$ cat config.mk
export PLATFORM = sky130hd
export DESIGN_NAME = rrtad_decode
export DESIGN_NICKNAME = d
export VERILOG_FILES = /design/src/rrtad_pkg.sv /design/src/rrtad_tmr_if.sv /design/src/rrtad_decode.sv /design/src/rrtad_timer.sv
export VERILOG_INCLUDE_DIRS = /design/src
export SDC_FILE = /design/constraint.sdc
export NUM_CORES = 1
export LEC_CHECK = 0
export BUFFER_PORTS_ARGS = -buffer_cell sky130_fd_sc_hd__buf_4
export CORE_MARGIN = 4
export CORE_UTILIZATION = 55
export DETAILED_ROUTE_END_ITERATION = 16
export PLACE_DENSITY = 0.79
export SLEW_MARGIN = 30
export SYNTH_ARGS = -nofsm -noshare
export SYNTH_HDL_FRONTEND = slang
export SYNTH_SLANG_ARGS = --single-unit
export TNS_END_PERCENT = 50
$ cat constraint.sdc
create_clock -name clk_i -period 2.5 [get_ports clk_i]
set_input_delay 0.125 -clock clk_i [delete_from_list [all_inputs] [get_ports clk_i]]
set_output_delay 0.125 -clock clk_i [all_outputs]
set_load 0.02 [all_outputs]
$ cat src/rrtad_map.svh
// Purpose: offsets, field positions, reset values and prescale counts for the address decoder
// Assumes: included by bare name from the decoder and timer files
// Notes:   definitions only
`ifndef RRTAD_MAP_SVH
`define RRTAD_MAP_SVH

// address bit positions
`define RRTAD_A_REG_OR_TMR  2
`define RRTAD_A_IRQ_EN      3
`define RRTAD_A_RAM_OR_IO   9

// port register codes on A1..A0 when A2 is low
`define RRTAD_PORT_A_DATA   2'h0
`define RRTAD_PORT_A_DIR    2'h1
`define RRTAD_PORT_B_DATA   2'h2
`define RRTAD_PORT_B_DIR    2'h3

// prescale divide codes on A1..A0 for a timer write
`define RRTAD_DIV_1         2'h0
`define RRTAD_DIV_8         2'h1
`define RRTAD_DIV_64        2'h2
`define RRTAD_DIV_1024      2'h3

// prescale terminal counts (divide minus one)
`define RRTAD_PRE_1         10'h000
`define RRTAD_PRE_8         10'h007
`define RRTAD_PRE_64        10'h03f
`define RRTAD_PRE_1024      10'h3ff

// reset values
`define RRTAD_RST_BYTE      8'h00
`define RRTAD_RST_PRE       10'h000

// flag position on a flag read
`define RRTAD_FLAG_BIT      7

// shared port B pins
`define RRTAD_PB_IRQ        7
`define RRTAD_PB_CS_FIRST   6
`define RRTAD_PB_CS_SECOND  5

`endif

$ cat src/rrtad_pkg.sv
// Purpose: shared types of the address decoder
// Assumes: nothing
// Notes:   constants live in rrtad_map.svh
package rrtad_pkg;
    typedef logic [7:0] rrtad_byte_t;
    typedef logic [9:0] rrtad_addr_t;
    typedef enum logic [1:0] {
        SRC_NONE,
        SRC_ROM,
        SRC_RAM,
        SRC_REG
    } rrtad_src_t;
    typedef enum logic {
        TMR_SLOW,
        TMR_FAST
    } rrtad_tmr_mode_t;
endpackage

$ cat src/rrtad_tmr_if.sv
// Purpose: access strobes between the decoder and the interval timer
// Assumes: both ends on clk_i
// Notes:   strobes are combinational in the access cycle
`timescale 1ns/1ns
`default_nettype none
interface rrtad_tmr_if;
    logic                wr;
    logic                rd;
    rrtad_pkg::rrtad_byte_t wdata;
    logic [1:0]          div_sel;
    rrtad_pkg::rrtad_byte_t count;
    logic                flag;
    modport ctrl (output wr, output rd, output wdata, output div_sel, input count, input flag);
    modport tmr  (input wr, input rd, input wdata, input div_sel, output count, output flag);
endinterface
`default_nettype wire
$ cat src/rrtad_decode.sv
// Purpose: address decode for ROM, RAM, port registers and interval timer
// Assumes: bus inputs are synchronous to clk_i; one bus cycle per clock; port pins are asynchronous
// Notes:   read data appears two clocks after the access edge; ROM and RAM arrays are external
`timescale 1ns/1ns
`default_nettype none
`include "rrtad_map.svh"

// Notes on behaviour
// - in the I/O-timer region A2 low picks port registers, A2 high picks timer.
// - A1..A0 pick port A data, A direction, B data, B direction; all read/write.
// - timer write takes prescale from A1..A0: divide by 1, 8, 64, 1024.
// - on any timer access A3 high enables, low disables timer interrupt onto port B pin 7.
// - timer read returns count when A0 low, flag when A0 high; A1 ignored.
// - ROM answers one distinct nonzero select pattern, ignoring A6 to A9.
// - selects all low: A9 low is RAM, high is I/O-timer; A8..A6 match chip code.
// - flag read puts flag on bit 7 and zeros on bits 0 to 6.
// - any timer access after expiry clears the flag; a read in the expiry cycle does not, a write does.
// - direction one makes a pin output, except port B pins masked as chip selects; data read mixes pin levels and latch.
// - timer counts down at the interval, then flags, reads all ones, runs per clock.
module rrtad_decode #(
    parameter logic [2:0] CHIP_NUM     = 3'h1, // position among chips, 1 to 7
    parameter bit         CS_FIRST_ON_PIN  = 1'b1, // mask option: port B bit 6 is first chip select
    parameter bit         CS_SECOND_ON_PIN = 1'b1  // mask option: port B bit 5 is second chip select
) (
    input  wire logic                   clk_i,       // phase-two bus clock, 25 MHz
    input  wire logic                   reset_n_i,   // async reset, active low
    input  wire rrtad_pkg::rrtad_addr_t addr_i,      // address A9..A0
    input  wire logic                   rom_region_select_i, // ROM select line
    input  wire logic                   rw_i,        // 1 read, 0 write
    input  wire rrtad_pkg::rrtad_byte_t data_i,      // data bus in
    output var  rrtad_pkg::rrtad_byte_t data_o,      // data bus out
    output var  logic                   data_oe_o,   // data bus drive enable
    input  wire rrtad_pkg::rrtad_byte_t port_a_i,    // port A pin levels
    output var  rrtad_pkg::rrtad_byte_t port_a_o,    // port A pin drive
    output var  rrtad_pkg::rrtad_byte_t port_a_oe_o, // port A drive enables
    input  wire rrtad_pkg::rrtad_byte_t port_b_i,    // port B pin levels, bits 6/5 are chip selects if masked
    output var  rrtad_pkg::rrtad_byte_t port_b_o,    // port B pin drive
    output var  rrtad_pkg::rrtad_byte_t port_b_oe_o, // port B drive enables
    output var  rrtad_pkg::rrtad_addr_t mem_addr_o,  // array address
    output var  logic                   rom_rd_o,    // ROM read strobe
    output var  logic                   ram_rd_o,    // RAM read strobe
    output var  logic                   ram_wr_o,    // RAM write strobe
    output var  rrtad_pkg::rrtad_byte_t ram_wdata_o, // RAM write data
    input  wire rrtad_pkg::rrtad_byte_t rom_data_i,  // ROM data, valid in the clock that rom_rd_o is high
    input  wire rrtad_pkg::rrtad_byte_t ram_data_i   // RAM data, valid in the clock that ram_rd_o is high
);
    import rrtad_pkg::*;

    typedef struct packed {
        rrtad_byte_t pa_latch;
        rrtad_byte_t pa_dir;
        rrtad_byte_t pb_latch;
        rrtad_byte_t pb_dir;
        logic        irq_en;
        rrtad_byte_t pa_s1;
        rrtad_byte_t pa_s2;
        rrtad_byte_t pb_s1;
        rrtad_byte_t pb_s2;
        rrtad_src_t  src;
        rrtad_byte_t reg_rd;
        rrtad_byte_t data;
        logic        data_oe;
        rrtad_byte_t pb_o;
        rrtad_byte_t pb_oe;
        rrtad_addr_t mem_addr;
        logic        rom_rd;
        logic        ram_rd;
        logic        ram_wr;
        rrtad_byte_t ram_wdata;
    } rrtad_state_t;

    localparam rrtad_state_t RESET_STATE = '{
        pa_latch: `RRTAD_RST_BYTE, pa_dir: `RRTAD_RST_BYTE, pb_latch: `RRTAD_RST_BYTE,
        pb_dir: `RRTAD_RST_BYTE, irq_en: 1'b0, pa_s1: `RRTAD_RST_BYTE, pa_s2: `RRTAD_RST_BYTE,
        pb_s1: `RRTAD_RST_BYTE, pb_s2: `RRTAD_RST_BYTE, src: SRC_NONE, reg_rd: `RRTAD_RST_BYTE,
        data: `RRTAD_RST_BYTE, data_oe: 1'b0, pb_o: `RRTAD_RST_BYTE, pb_oe: `RRTAD_RST_BYTE,
        mem_addr: 10'h000, rom_rd: 1'b0, ram_rd: 1'b0, ram_wr: 1'b0, ram_wdata: `RRTAD_RST_BYTE};

    rrtad_state_t st;
    rrtad_state_t next_st;

    rrtad_tmr_if tmr_bus ();

    rrtad_timer u_timer (
        .clk_i     (clk_i),
        .reset_n_i (reset_n_i),
        .bus       (tmr_bus.tmr)
    );

    // pin level read back: input bits from the pin, output bits from the latch
    function automatic rrtad_byte_t port_view(input rrtad_byte_t pins, input rrtad_byte_t latch,
                                              input rrtad_byte_t dir);
        port_view = (pins & ~dir) | (latch & dir);
    endfunction

    // chip selects are bus lines on clk_i, read straight from the shared pins
    logic       cs_first;
    logic       cs_second;
    logic [2:0] sel_pat;
    logic [2:0] chip_code;
    logic       hit_rom;
    logic       hit_low;
    logic       hit_ram;
    logic       hit_io;
    logic       io_regs;
    logic       io_tmr;

    assign cs_first  = CS_FIRST_ON_PIN ? port_b_i[`RRTAD_PB_CS_FIRST] : 1'b0;
    assign cs_second = CS_SECOND_ON_PIN ? port_b_i[`RRTAD_PB_CS_SECOND] : 1'b0;
    assign sel_pat   = {cs_second, cs_first, rom_region_select_i};
    assign chip_code = CHIP_NUM - 3'h1;
    assign hit_rom   = (sel_pat == CHIP_NUM) && (CHIP_NUM != 3'h0);
    assign hit_low   = (sel_pat == 3'h0) && (addr_i[8:6] == chip_code);
    assign hit_ram   = hit_low && !addr_i[`RRTAD_A_RAM_OR_IO];
    assign hit_io    = hit_low && addr_i[`RRTAD_A_RAM_OR_IO];
    assign io_regs   = hit_io && !addr_i[`RRTAD_A_REG_OR_TMR];
    assign io_tmr    = hit_io && addr_i[`RRTAD_A_REG_OR_TMR];

    assign tmr_bus.wr      = io_tmr && !rw_i;
    assign tmr_bus.rd      = io_tmr && rw_i;
    assign tmr_bus.wdata   = data_i;
    assign tmr_bus.div_sel = addr_i[1:0];

    always_comb begin
        rrtad_byte_t pa_view;
        rrtad_byte_t pb_view;
        pa_view = port_view(st.pa_s2, st.pa_latch, st.pa_dir);
        pb_view = port_view(st.pb_s2, st.pb_latch, st.pb_dir);
        next_st = st;
        next_st.pa_s1 = port_a_i;
        next_st.pa_s2 = st.pa_s1;
        next_st.pb_s1 = port_b_i;
        next_st.pb_s2 = st.pb_s1;
        next_st.src   = SRC_NONE;
        next_st.reg_rd = `RRTAD_RST_BYTE;
        next_st.rom_rd = hit_rom && rw_i;
        next_st.ram_rd = hit_ram && rw_i;
        next_st.ram_wr = hit_ram && !rw_i;
        next_st.ram_wdata = data_i;
        next_st.mem_addr = hit_rom ? addr_i : {4'h0, addr_i[5:0]};
        if (hit_rom && rw_i) begin
            next_st.src = SRC_ROM;
        end
        if (hit_ram && rw_i) begin
            next_st.src = SRC_RAM;
        end
        if (io_regs) begin
            if (rw_i) begin
                next_st.src = SRC_REG;
                unique case (addr_i[1:0])
                    `RRTAD_PORT_A_DATA: next_st.reg_rd = pa_view;
                    `RRTAD_PORT_A_DIR:  next_st.reg_rd = st.pa_dir;
                    `RRTAD_PORT_B_DATA: next_st.reg_rd = pb_view;
                    `RRTAD_PORT_B_DIR:  next_st.reg_rd = st.pb_dir;
                endcase
            end else begin
                unique case (addr_i[1:0])
                    `RRTAD_PORT_A_DATA: next_st.pa_latch = data_i;
                    `RRTAD_PORT_A_DIR:  next_st.pa_dir = data_i;
                    `RRTAD_PORT_B_DATA: next_st.pb_latch = data_i;
                    `RRTAD_PORT_B_DIR:  next_st.pb_dir = data_i;
                endcase
            end
        end
        if (io_tmr) begin
            next_st.irq_en = addr_i[`RRTAD_A_IRQ_EN];
            if (rw_i) begin
                next_st.src = SRC_REG;
                // A1 plays no part in a timer read
                next_st.reg_rd = addr_i[0] ? {tmr_bus.flag, 7'h00} : tmr_bus.count;
            end
        end
        // second stage: array data is valid in its strobe's clock and is registered at the end of it
        unique case (st.src)
            SRC_NONE: next_st.data = `RRTAD_RST_BYTE;
            SRC_ROM:  next_st.data = rom_data_i;
            SRC_RAM:  next_st.data = ram_data_i;
            SRC_REG:  next_st.data = st.reg_rd;
        endcase
        next_st.data_oe = (st.src != SRC_NONE);
        // pins used as chip selects are never driven
        next_st.pb_o  = next_st.pb_latch;
        next_st.pb_oe = next_st.pb_dir;
        next_st.pb_oe[`RRTAD_PB_CS_FIRST]  = next_st.pb_dir[`RRTAD_PB_CS_FIRST] && !CS_FIRST_ON_PIN;
        next_st.pb_oe[`RRTAD_PB_CS_SECOND] = next_st.pb_dir[`RRTAD_PB_CS_SECOND] && !CS_SECOND_ON_PIN;
        if (st.irq_en && tmr_bus.flag) begin
            // pulled low only; the bit should be set as input for this use
            next_st.pb_o[`RRTAD_PB_IRQ]  = 1'b0;
            next_st.pb_oe[`RRTAD_PB_IRQ] = 1'b1;
        end
    end

    always_ff @(posedge clk_i or negedge reset_n_i) begin
        if (!reset_n_i) begin
            st <= RESET_STATE;
        end else begin
            st <= next_st;
        end
    end

    assign data_o      = st.data;
    assign data_oe_o   = st.data_oe;
    assign port_a_o    = st.pa_latch;
    assign port_a_oe_o = st.pa_dir;
    assign port_b_o    = st.pb_o;
    assign port_b_oe_o = st.pb_oe;
    assign mem_addr_o  = st.mem_addr;
    assign rom_rd_o    = st.rom_rd;
    assign ram_rd_o    = st.ram_rd;
    assign ram_wr_o    = st.ram_wr;
    assign ram_wdata_o = st.ram_wdata;

    a_rom_write_ignored: assert property (@(posedge clk_i) disable iff (!reset_n_i)
        (hit_rom && !rw_i) |=> (!rom_rd_o && !ram_wr_o) ##1 !data_oe_o)
        else $error("write to ROM region produced activity");
    a_flag_read_bits: assert property (@(posedge clk_i) disable iff (!reset_n_i)
        (io_tmr && rw_i && addr_i[0]) |-> ##2 (data_oe_o && data_o[6:0] == 7'h00 && data_o[7] == $past(tmr_bus.flag, 2)))
        else $error("flag read not on bit 7 with zeros below");
    a_count_read: assert property (@(posedge clk_i) disable iff (!reset_n_i)
        (io_tmr && rw_i && !addr_i[0]) |-> ##2 (data_oe_o && data_o == $past(tmr_bus.count, 2)))
        else $error("timer count read wrong");
    a_dir_write_drives: assert property (@(posedge clk_i) disable iff (!reset_n_i)
        (io_regs && !rw_i && addr_i[1:0] == `RRTAD_PORT_A_DIR) |=> (port_a_oe_o == $past(data_i)))
        else $error("port A direction write not applied");
    a_irq_pin_low: assert property (@(posedge clk_i) disable iff (!reset_n_i)
        (st.irq_en && tmr_bus.flag) |=> (port_b_oe_o[7] && !port_b_o[7]))
        else $error("enabled interrupt did not pull pin low");
    a_ram_region: assert property (@(posedge clk_i) disable iff (!reset_n_i)
        (sel_pat == 3'h0 && addr_i[8:6] == chip_code && !addr_i[9] && !rw_i) |=> (ram_wr_o && !rom_rd_o))
        else $error("RAM write not decoded");
endmodule
`default_nettype wire

$ cat src/rrtad_timer.sv
// Purpose: interval timer with prescaler and expiry flag
// Assumes: one access per clock, strobes from the decoder
// Notes:   after expiry the count runs at full clock rate until the next write
`timescale 1ns/1ns
`default_nettype none
`include "rrtad_map.svh"
module rrtad_timer (
    input  wire logic    clk_i,     // bus clock
    input  wire logic    reset_n_i, // async reset, active low
    rrtad_tmr_if.tmr     bus        // timer access port
);
    import rrtad_pkg::*;

    typedef struct packed {
        rrtad_tmr_mode_t mode;
        logic [9:0]      pre;
        logic [9:0]      limit;
        rrtad_byte_t     count;
        logic            flag;
    } rrtad_tmr_state_t;

    rrtad_tmr_state_t st;
    rrtad_tmr_state_t next_st;

    function automatic logic [9:0] pre_limit(input logic [1:0] sel);
        unique case (sel)
            `RRTAD_DIV_1:    pre_limit = `RRTAD_PRE_1;
            `RRTAD_DIV_8:    pre_limit = `RRTAD_PRE_8;
            `RRTAD_DIV_64:   pre_limit = `RRTAD_PRE_64;
            `RRTAD_DIV_1024: pre_limit = `RRTAD_PRE_1024;
        endcase
    endfunction

    logic tick;
    assign tick = (st.mode == TMR_SLOW) && (st.pre == st.limit);

    always_comb begin
        next_st = st;
        unique case (st.mode)
            TMR_SLOW: begin
                next_st.pre = tick ? `RRTAD_RST_PRE : st.pre + 10'h001;
                if (tick) begin
                    if (st.count == `RRTAD_RST_BYTE) begin
                        next_st.flag = 1'b1;
                        next_st.mode = TMR_FAST;
                    end
                    next_st.count = st.count - 8'h01;
                end
            end
            TMR_FAST: begin
                next_st.count = st.count - 8'h01;
            end
        endcase
        // any access after expiry clears the flag; an expiry in the same cycle wins over a read, but a write still clears it
        if ((bus.rd || bus.wr) && st.mode == TMR_FAST) begin
            next_st.flag = 1'b0;
        end
        if (bus.wr) begin
            // pre starts at the limit so the first decrement comes one clock after the write
            next_st.count = bus.wdata;
            next_st.limit = pre_limit(bus.div_sel);
            next_st.pre   = pre_limit(bus.div_sel);
            next_st.mode  = TMR_SLOW;
            next_st.flag  = 1'b0;
        end
    end

    always_ff @(posedge clk_i or negedge reset_n_i) begin
        if (!reset_n_i) begin
            st <= '{mode: TMR_SLOW, pre: `RRTAD_RST_PRE, limit: `RRTAD_PRE_1, count: `RRTAD_RST_BYTE, flag: 1'b0};
        end else begin
            st <= next_st;
        end
    end

    assign bus.count = st.count;
    assign bus.flag  = st.flag;

    a_expiry_sets_flag: assert property (@(posedge clk_i) disable iff (!reset_n_i)
        (tick && st.count == 8'h00 && !bus.wr) |=> (st.flag && st.count == 8'hff && st.mode == TMR_FAST))
        else $error("expiry did not set flag with all ones");
    a_fast_decrement: assert property (@(posedge clk_i) disable iff (!reset_n_i)
        (st.mode == TMR_FAST && !bus.wr) |=> (st.count == $past(st.count) - 8'h01))
        else $error("count not decrementing each clock after expiry");
    a_write_prescale: assert property (@(posedge clk_i) disable iff (!reset_n_i)
        (bus.wr && bus.div_sel == `RRTAD_DIV_8) |=> (st.count == $past(bus.wdata) && !st.flag) ##8 (st.count == $past(bus.wdata, 9) - 8'h01))
        else $error("divide by eight prescale wrong");
    a_flag_clear_access: assert property (@(posedge clk_i) disable iff (!reset_n_i)
        (st.flag && bus.rd && !bus.wr) |=> !st.flag)
        else $error("flag not cleared by timer read");
endmodule
`default_nettype wire

==> metrics.txt, run 1 <==
run status=completed; maximum net fanout on the critical path=7; critical path data required time=2930 ps; TritonCTS clock tree=yes; Worst Hold Margin=165 ps; number of synthesized flops with an enable pin=0; Min Clock Period, post-route=2370 ps; area enclosed by the die boundary=12100 um^2; launching element type of the critical path=primary input; first-pass GRT wire length=20.7 mm; boundary pin count=116; number of nets with antenna violations after detailed routing=0; fill count=689; ratio of total power to cell area=731 nW/um^2; commonest cells in the synthesized netlist=130 x dfrtp_1, 58 x buf_4, 41 x nor2_1; initial cell density of the core=0.561; core area=10200 um^2; hold violation total from the final report=0; sink count of the clock tree=130; depth of the CTS H-tree=4; arrival time of data at the critical path endpoint=2800 ps; number of cells produced by synthesis=501; number of diodes=0; placement row count=37; mapped cell area=5740 um^2; vertical die dimension=110 um; vias after detailed routing=4127; final critical-path share of the clock period=0.950; slew at the pin closest to its max-slew limit=679 ps; predominant post-synthesis flop cell=dfrtp_1; largest area contributor in the netlist=dfrtp_1; sequential element share of the synthesized area=0.567; number of cells on the worst reg-to-reg path=5; final setup violating endpoints=0; Total Routed Length=13.0 mm; final net count=675; ys async rst share=1.00; area share of the leading cell type in the synthesized netlist=0.567; final setup TNS=0 ps; setup repair after global routing missed its margin=false; number of buffers inserted during clock tree synthesis=17; overall overflow remaining after global route=0; DIE WIDTH=110 um; number of different library cells in the post-synthesis netlist=51; clock transition time at the flip-flop clock pins of the worst setup and hold paths=60 ps; post-DR wirelength/cell=17.0 um; Overall Power=0.00547 W; global placer's final weighted congestion=0.814; number of antenna violations at the first check in global routing=0; Root Driver=clkbuf_8; top post-synthesis cells by area=dfrtp_1 57%, buf_4 7.6%, mux2_2 7.3%; via count normalized by instance count=5.38; setup skew after layout=6.19 ps; most frequent cell after synthesis=dfrtp_1; post-synthesis register bit count=130; tightest slew margin relative to the limit=0.548; Remaining DRCs=0; Skew-Pair Late Insertion Delay=530 ps; global-route usage over all layers=0.229; YS warnings=0; number of violations of the max-capacitance limit=0; f_max=421 MHz; count of input and output buffers=113; layout cell share with drive strength beyond 1=0.320; number of detailed-routing iterations run before antenna repair=7; maximum vdd ir drop=414 uV; initial DRC count=180; Max Root-Sink Buffers=2; max-slew violation count=0; maximum number of pins on one net before global-route repair=72; critical path endpoint category=register; path class of the lowest-slack min-delay path=in -> async; number of standard cells in the final layout excluding fillers=767; synthesis-to-finish area growth=30.3%; total half-perimeter wirelength after legalization and detailed placement=8.22 mm; setup fix buffers added after clock tree synthesis=0; Placed Instances=679; mean cell area of the mapped netlist=11.5 um^2; Crit Path Class=in -> reg; post-place setup slack=167 ps; via count of the first global-routing pass=4203; Static Leak=3.51 nW; smallest setup slack after layout=126 ps
-- registers in the layout, indices dropped and copies added, names as in the netlist, 6 cells and up --
signal / flops
data_o: 8
mem_addr_o: 10
next_st: 16
port_a_o: 8
port_a_oe_o: 8
port_b_o: 8
port_b_oe_o: 6
ram_wdata_o: 8
st: 31
u_timer.bus.count: 8
u_timer.st: 14
-- power breakdown --
group          total, W  switching [W]  internal (W)  leakage, nW
Clock           0.00251       0.000951       0.00156        0.281
Combinational  0.000584       0.000287      0.000297         1.62
Sequential      0.00238       0.000135       0.00224         1.61
Total           0.00547        0.00137       0.00410         3.51
-- worst max-delay path, stage by stage --
cell	delay, ps
dlygate4sd3_1	540
buf_4	160
or4_1	670
nor2_1	240
nand3_1	300
nor3b_2	550
o2bb2ai_1	220
-- worst paths after layout --
| kind | start | to | slack (ps) |
|---|---|---|---|
| setup / recovery | rom_region_select_i | st[48] | 130 |
| hold / removal | reset_n_i | next_st[72] | 160 |
| setup reg to reg | u_timer.st[24] | u_timer.bus.count[3] | 280 |
| hold reg to reg | next_st[59] | st[59] | 350 |
| max in group asynchronous | reset_n_i | mem_addr_o[4] | 1620 |
| min in group clk_i | port_b_i[3] | next_st[59] | 240 |
-- metal layers --
metal  vias to the layer above  wire [um]  GRT usage
met5                         -          0          0
met4                         0        197     0.0800
met3                        20        862     0.0658
met2                       145       6500      0.388
met1                      2017       5470      0.282
li1                       1945          -          -
-- cells by family after synthesis --
family                   count (synthesis)  share of synthesized area
adder cells (fa/ha/maj)                  3                    0.00654
flip-flops                             130                      0.567
AO/OA/AOI/OAI                           96                      0.114
multiplexers                            40                     0.0778
other                                    1                   0.000653
buffers and inverters                   91                      0.101
XOR/XNOR                                 1                    0.00153
AND/OR/NAND/NOR                        139                      0.132
-- placed cells by master (no fill, tap or decap), types with 8 or more instances in the layout --
cell type / count
nor2_1: 41
a22o_1: 9
nor3_1: 12
and3_1: 8
nand2_1: 22
o21ai_0: 15
clkbuf_16: 16
mux2_2: 37
a21oi_1: 30
inv_1: 12
dlygate4sd3_1: 56
a31oi_1: 11
dfrtp_1: 130
buf_4: 118
-- repair_timing --
item,4_1_cts,5_1_grt
hold endpoints to repair,163,0
hold buffers,56,0
endpoints found under the setup margin,0,1
resized for setup,0,1
-- layout make-up --
type,count,area [um^2],area share
flip-flops and latches,130,3250,0.435
multi-input cells,281,1930,0.258
repair buffers,176,1480,0.198
clock buffers,18,428,0.0572
clock inverters,14,180,0.0241
well taps,136,170,0.0227
inverters,12,45.0,0.00602
-- through the flow --
step	instance area [um^2]	utilization
after global placement	6300	0.616
after CTS	7470	0.730
final	7480	0.731
after floorplan	5740	-
after detailed placement	6300	0.616
after global routing	7480	0.731
(Power assumes the default switching activity.)
==> run 2, diff against run 1 <==
==> constraint.sdc (replaced) <==
create_clock -name clk_i -period 2.5 [get_ports clk_i]
set_input_delay 0 -clock clk_i [delete_from_list [all_inputs] [get_ports clk_i]]
set_output_delay 0 -clock clk_i [all_outputs]
set_load 0.02 [all_outputs]
==> metrics.txt, run 2 (same netlist as run 1, synthesis figures left out) <==
run status=completed; internal power of the cells=0.00399 W (-2.5%); global placer's final weighted congestion=0.907 (+11%); setup skew after layout=5.00 ps (-1.20 ps); critical path data required time=2900 ps (-30 ps); DIE WIDTH=110 um (unchanged); reported net switching power=0.00129 W (-6.0%); layout cell share with drive strength beyond 1=0.315 (-0.00475); family with the most delay on the worst path=buffers and inverters; top register by number of flip-flops=st; final critical-path share of the clock period=0.903 (-0.0464); fill count=671 (-2.6%); vias after detailed routing=4249 (+3.0%); count of input and output buffers=113 (unchanged); f_max=443 MHz (+5.1%); slowest stage cell on the critical path=dlygate4sd3_1; TritonCTS clock tree=yes; final setup violating endpoints=0 (unchanged); number of antenna violations at the first check in global routing=0 (unchanged); setup repair after global routing missed its margin=false; slowest cell delay on critical path=600 ps (-70 ps); final net count=677 (+0.30%); via count of the first global-routing pass=4247 (+1.0%); Skew-Pair Late Insertion Delay=510 ps (-20 ps); clock transition time at the flip-flop clock pins of the worst setup and hold paths=60 ps (about the same); maximum number of pins on one net before global-route repair=58 (-19%); Max Root-Sink Buffers=2 (unchanged); maximum vdd ir drop=389 uV (-6.1%); slew at the pin closest to its max-slew limit=623 ps (-55.9 ps); Min Clock Period, post-route=2260 ps (-116 ps); CP cell instances=dlygate4sd3_1, buf_4, nor4_1, dlygate4sd3_1, nand3_1, nor4_2, mux2_2, a21o_1; post-place setup slack=310 ps (+143 ps); depth of the CTS H-tree=4 (unchanged); Remaining DRCs=0 (unchanged); leading cell type in the layout, fill and taps excluded=dfrtp_1; final setup TNS=0 ps (unchanged); first-pass GRT wire length=21.0 mm (+1.2%); post-DR wirelength/cell=16.7 um (-1.6%); path class of the lowest-slack min-delay path=in -> reg; global-route usage over all layers=0.225 (-0.00396); synthesis-to-finish area growth=29.6%; number of diodes=0 (unchanged); hold violation total from the final report=0 (unchanged); ratio of total power to cell area=710 nW/um^2 (-2.9%); area enclosed by the die boundary=12100 um^2 (unchanged); commonest cells after routing, fill and taps aside=130 x dfrtp_1, 118 x buf_4, 58 x dlygate4sd3_1; max reg flops=31 (unchanged); overall overflow remaining after global route=0 (unchanged); initial cell density of the core=0.561 (unchanged); launching element type of the critical path=primary input; part of the total power dissipated in combinational logic=0.113 (+0.006); Buf+Inv Stages, Crit Path=3 (+1); setup fix buffers added after clock tree synthesis=0 (unchanged); sink count of the clock tree=130 (unchanged); critical path endpoint category=register; maximum net fanout on the critical path=7 (unchanged); fraction of power consumed by the clock network=0.436 (-0.023); boundary pin count=116 (unchanged); most numerous cell on the critical path=dlygate4sd3_1; total half-perimeter wirelength after legalization and detailed placement=8.31 mm (+1.1%); number of detailed-routing iterations run before antenna repair=5 (-2); placement row count=37 (unchanged); initial DRC count=294 (+63%); core area=10200 um^2 (unchanged); Seq pwr share=0.451 (+0.016); Crit Path Class=in -> reg; max-slew violation count=0 (unchanged); smallest setup slack after layout=241 ps (+116 ps); number of nets with antenna violations after detailed routing=0 (unchanged); Static Leak=3.50 nW (-0.20%); switching fraction of total power=0.244 (-0.00674); Worst Hold Margin=129 ps (-35.7 ps); arrival time of data at the critical path endpoint=2660 ps (-140 ps); vertical die dimension=110 um (unchanged); Total Routed Length=12.8 mm (-1.6%); number of violations of the max-capacitance limit=0 (unchanged); tightest slew margin relative to the limit=0.585 (+0.0373); number of buffers inserted during clock tree synthesis=17 (unchanged); Root Driver=clkbuf_8; via count normalized by instance count=5.54 (+3.0%)
run 2: changes by cell type in the layout (fill, tap and decap cells not counted), sizes merged:
cell / previous run / this run
inv: 15 / 12
clkbuf: 18 / 20
clkinv: 3 / 5
clkinvlp: 5 / 3
dlygate4sd3: 56 / 58
bufinv: 3 / 2
run 2: power groups by stage:
stage / clock, W / combinational, W / sequential [W]
after CTS: 0.00234 / 0.000601 / 0.00238
after global routing: 0.00244 / 0.000661 / 0.00241
final: 0.00230 / 0.000598 / 0.00239
after floorplan: 0 / 0.000347 / 0.00237
after detailed placement: 0 / 0.000529 / 0.00241
after global placement: 0 / 0.000506 / 0.00240
run 2: metal layers:
layer / vias to the layer above / global-route usage / part of all wire
li1: 1952 / - / -
met1: 2108 / 0.289 / 0.41
met2: 162 / 0.371 / 0.50
met3: 27 / 0.0600 / 0.075
met4: 0 / 0.0792 / 0.019
met5: - / 0 / 0
run 2: final timing paths:
kind                                     startpoint                    to  slack [ps]  cells after the start
worst max-delay path            rom_region_select_i        port_b_oe_o[7]         240                      8
worst min-delay path                    port_a_i[5]           next_st[77]         130                      2
max in group asynchronous                 reset_n_i                st[56]         920                      4
worst min register to register          next_st[76]                st[76]         340                      0
worst max register to register       u_timer.st[24]  u_timer.bus.count[3]         280                      5
min in group asynchronous                 reset_n_i        ram_wdata_o[3]         500                      3
run 2: repair_timing:
action | CTS | global route
endpoints found under the hold margin | 229 | 0
gates resized for setup | 0 | 0
endpoints found under the setup margin | 0 | 0
hold buffers | 58 | 0
run 2: layout make-up:
| type | count | area, um^2 | area share |
|---|---|---|---|
| sequential | 130 | 3250 | 0.437 |
| multi-input combinational | 281 | 1920 | 0.258 |
| timing repair buffer | 178 | 1500 | 0.201 |
| clock buffer | 20 | 445 | 0.0599 |
| tap | 136 | 170 | 0.0229 |
| clock inverter | 10 | 111 | 0.0150 |
| inverter | 12 | 45.0 | 0.00605 |
run 2: per-stage QoR:
step | cell area (um^2) | total power (W) | instances | util
6_report | 7440 | 0.00529 | 767 | 0.727
5_1_grt | 7440 | 0.00551 | 767 | 0.727
4_1_cts | 7440 | 0.00532 | 767 | 0.727
3_5_place_dp | 6300 | 0.00294 | 679 | 0.616
3_3_place_gp | 6300 | 0.00290 | 679 | 0.616
2_1_floorplan | 5740 | 0.00272 | 502 | -
run 2: worst register-to-register path, delay by kind of cell, from the launching register on:
family	cells	cell delay [ps]
AO/OA/AOI/OAI	3	620
flip-flops	1	440
AND/OR/NAND/NOR	2	1080
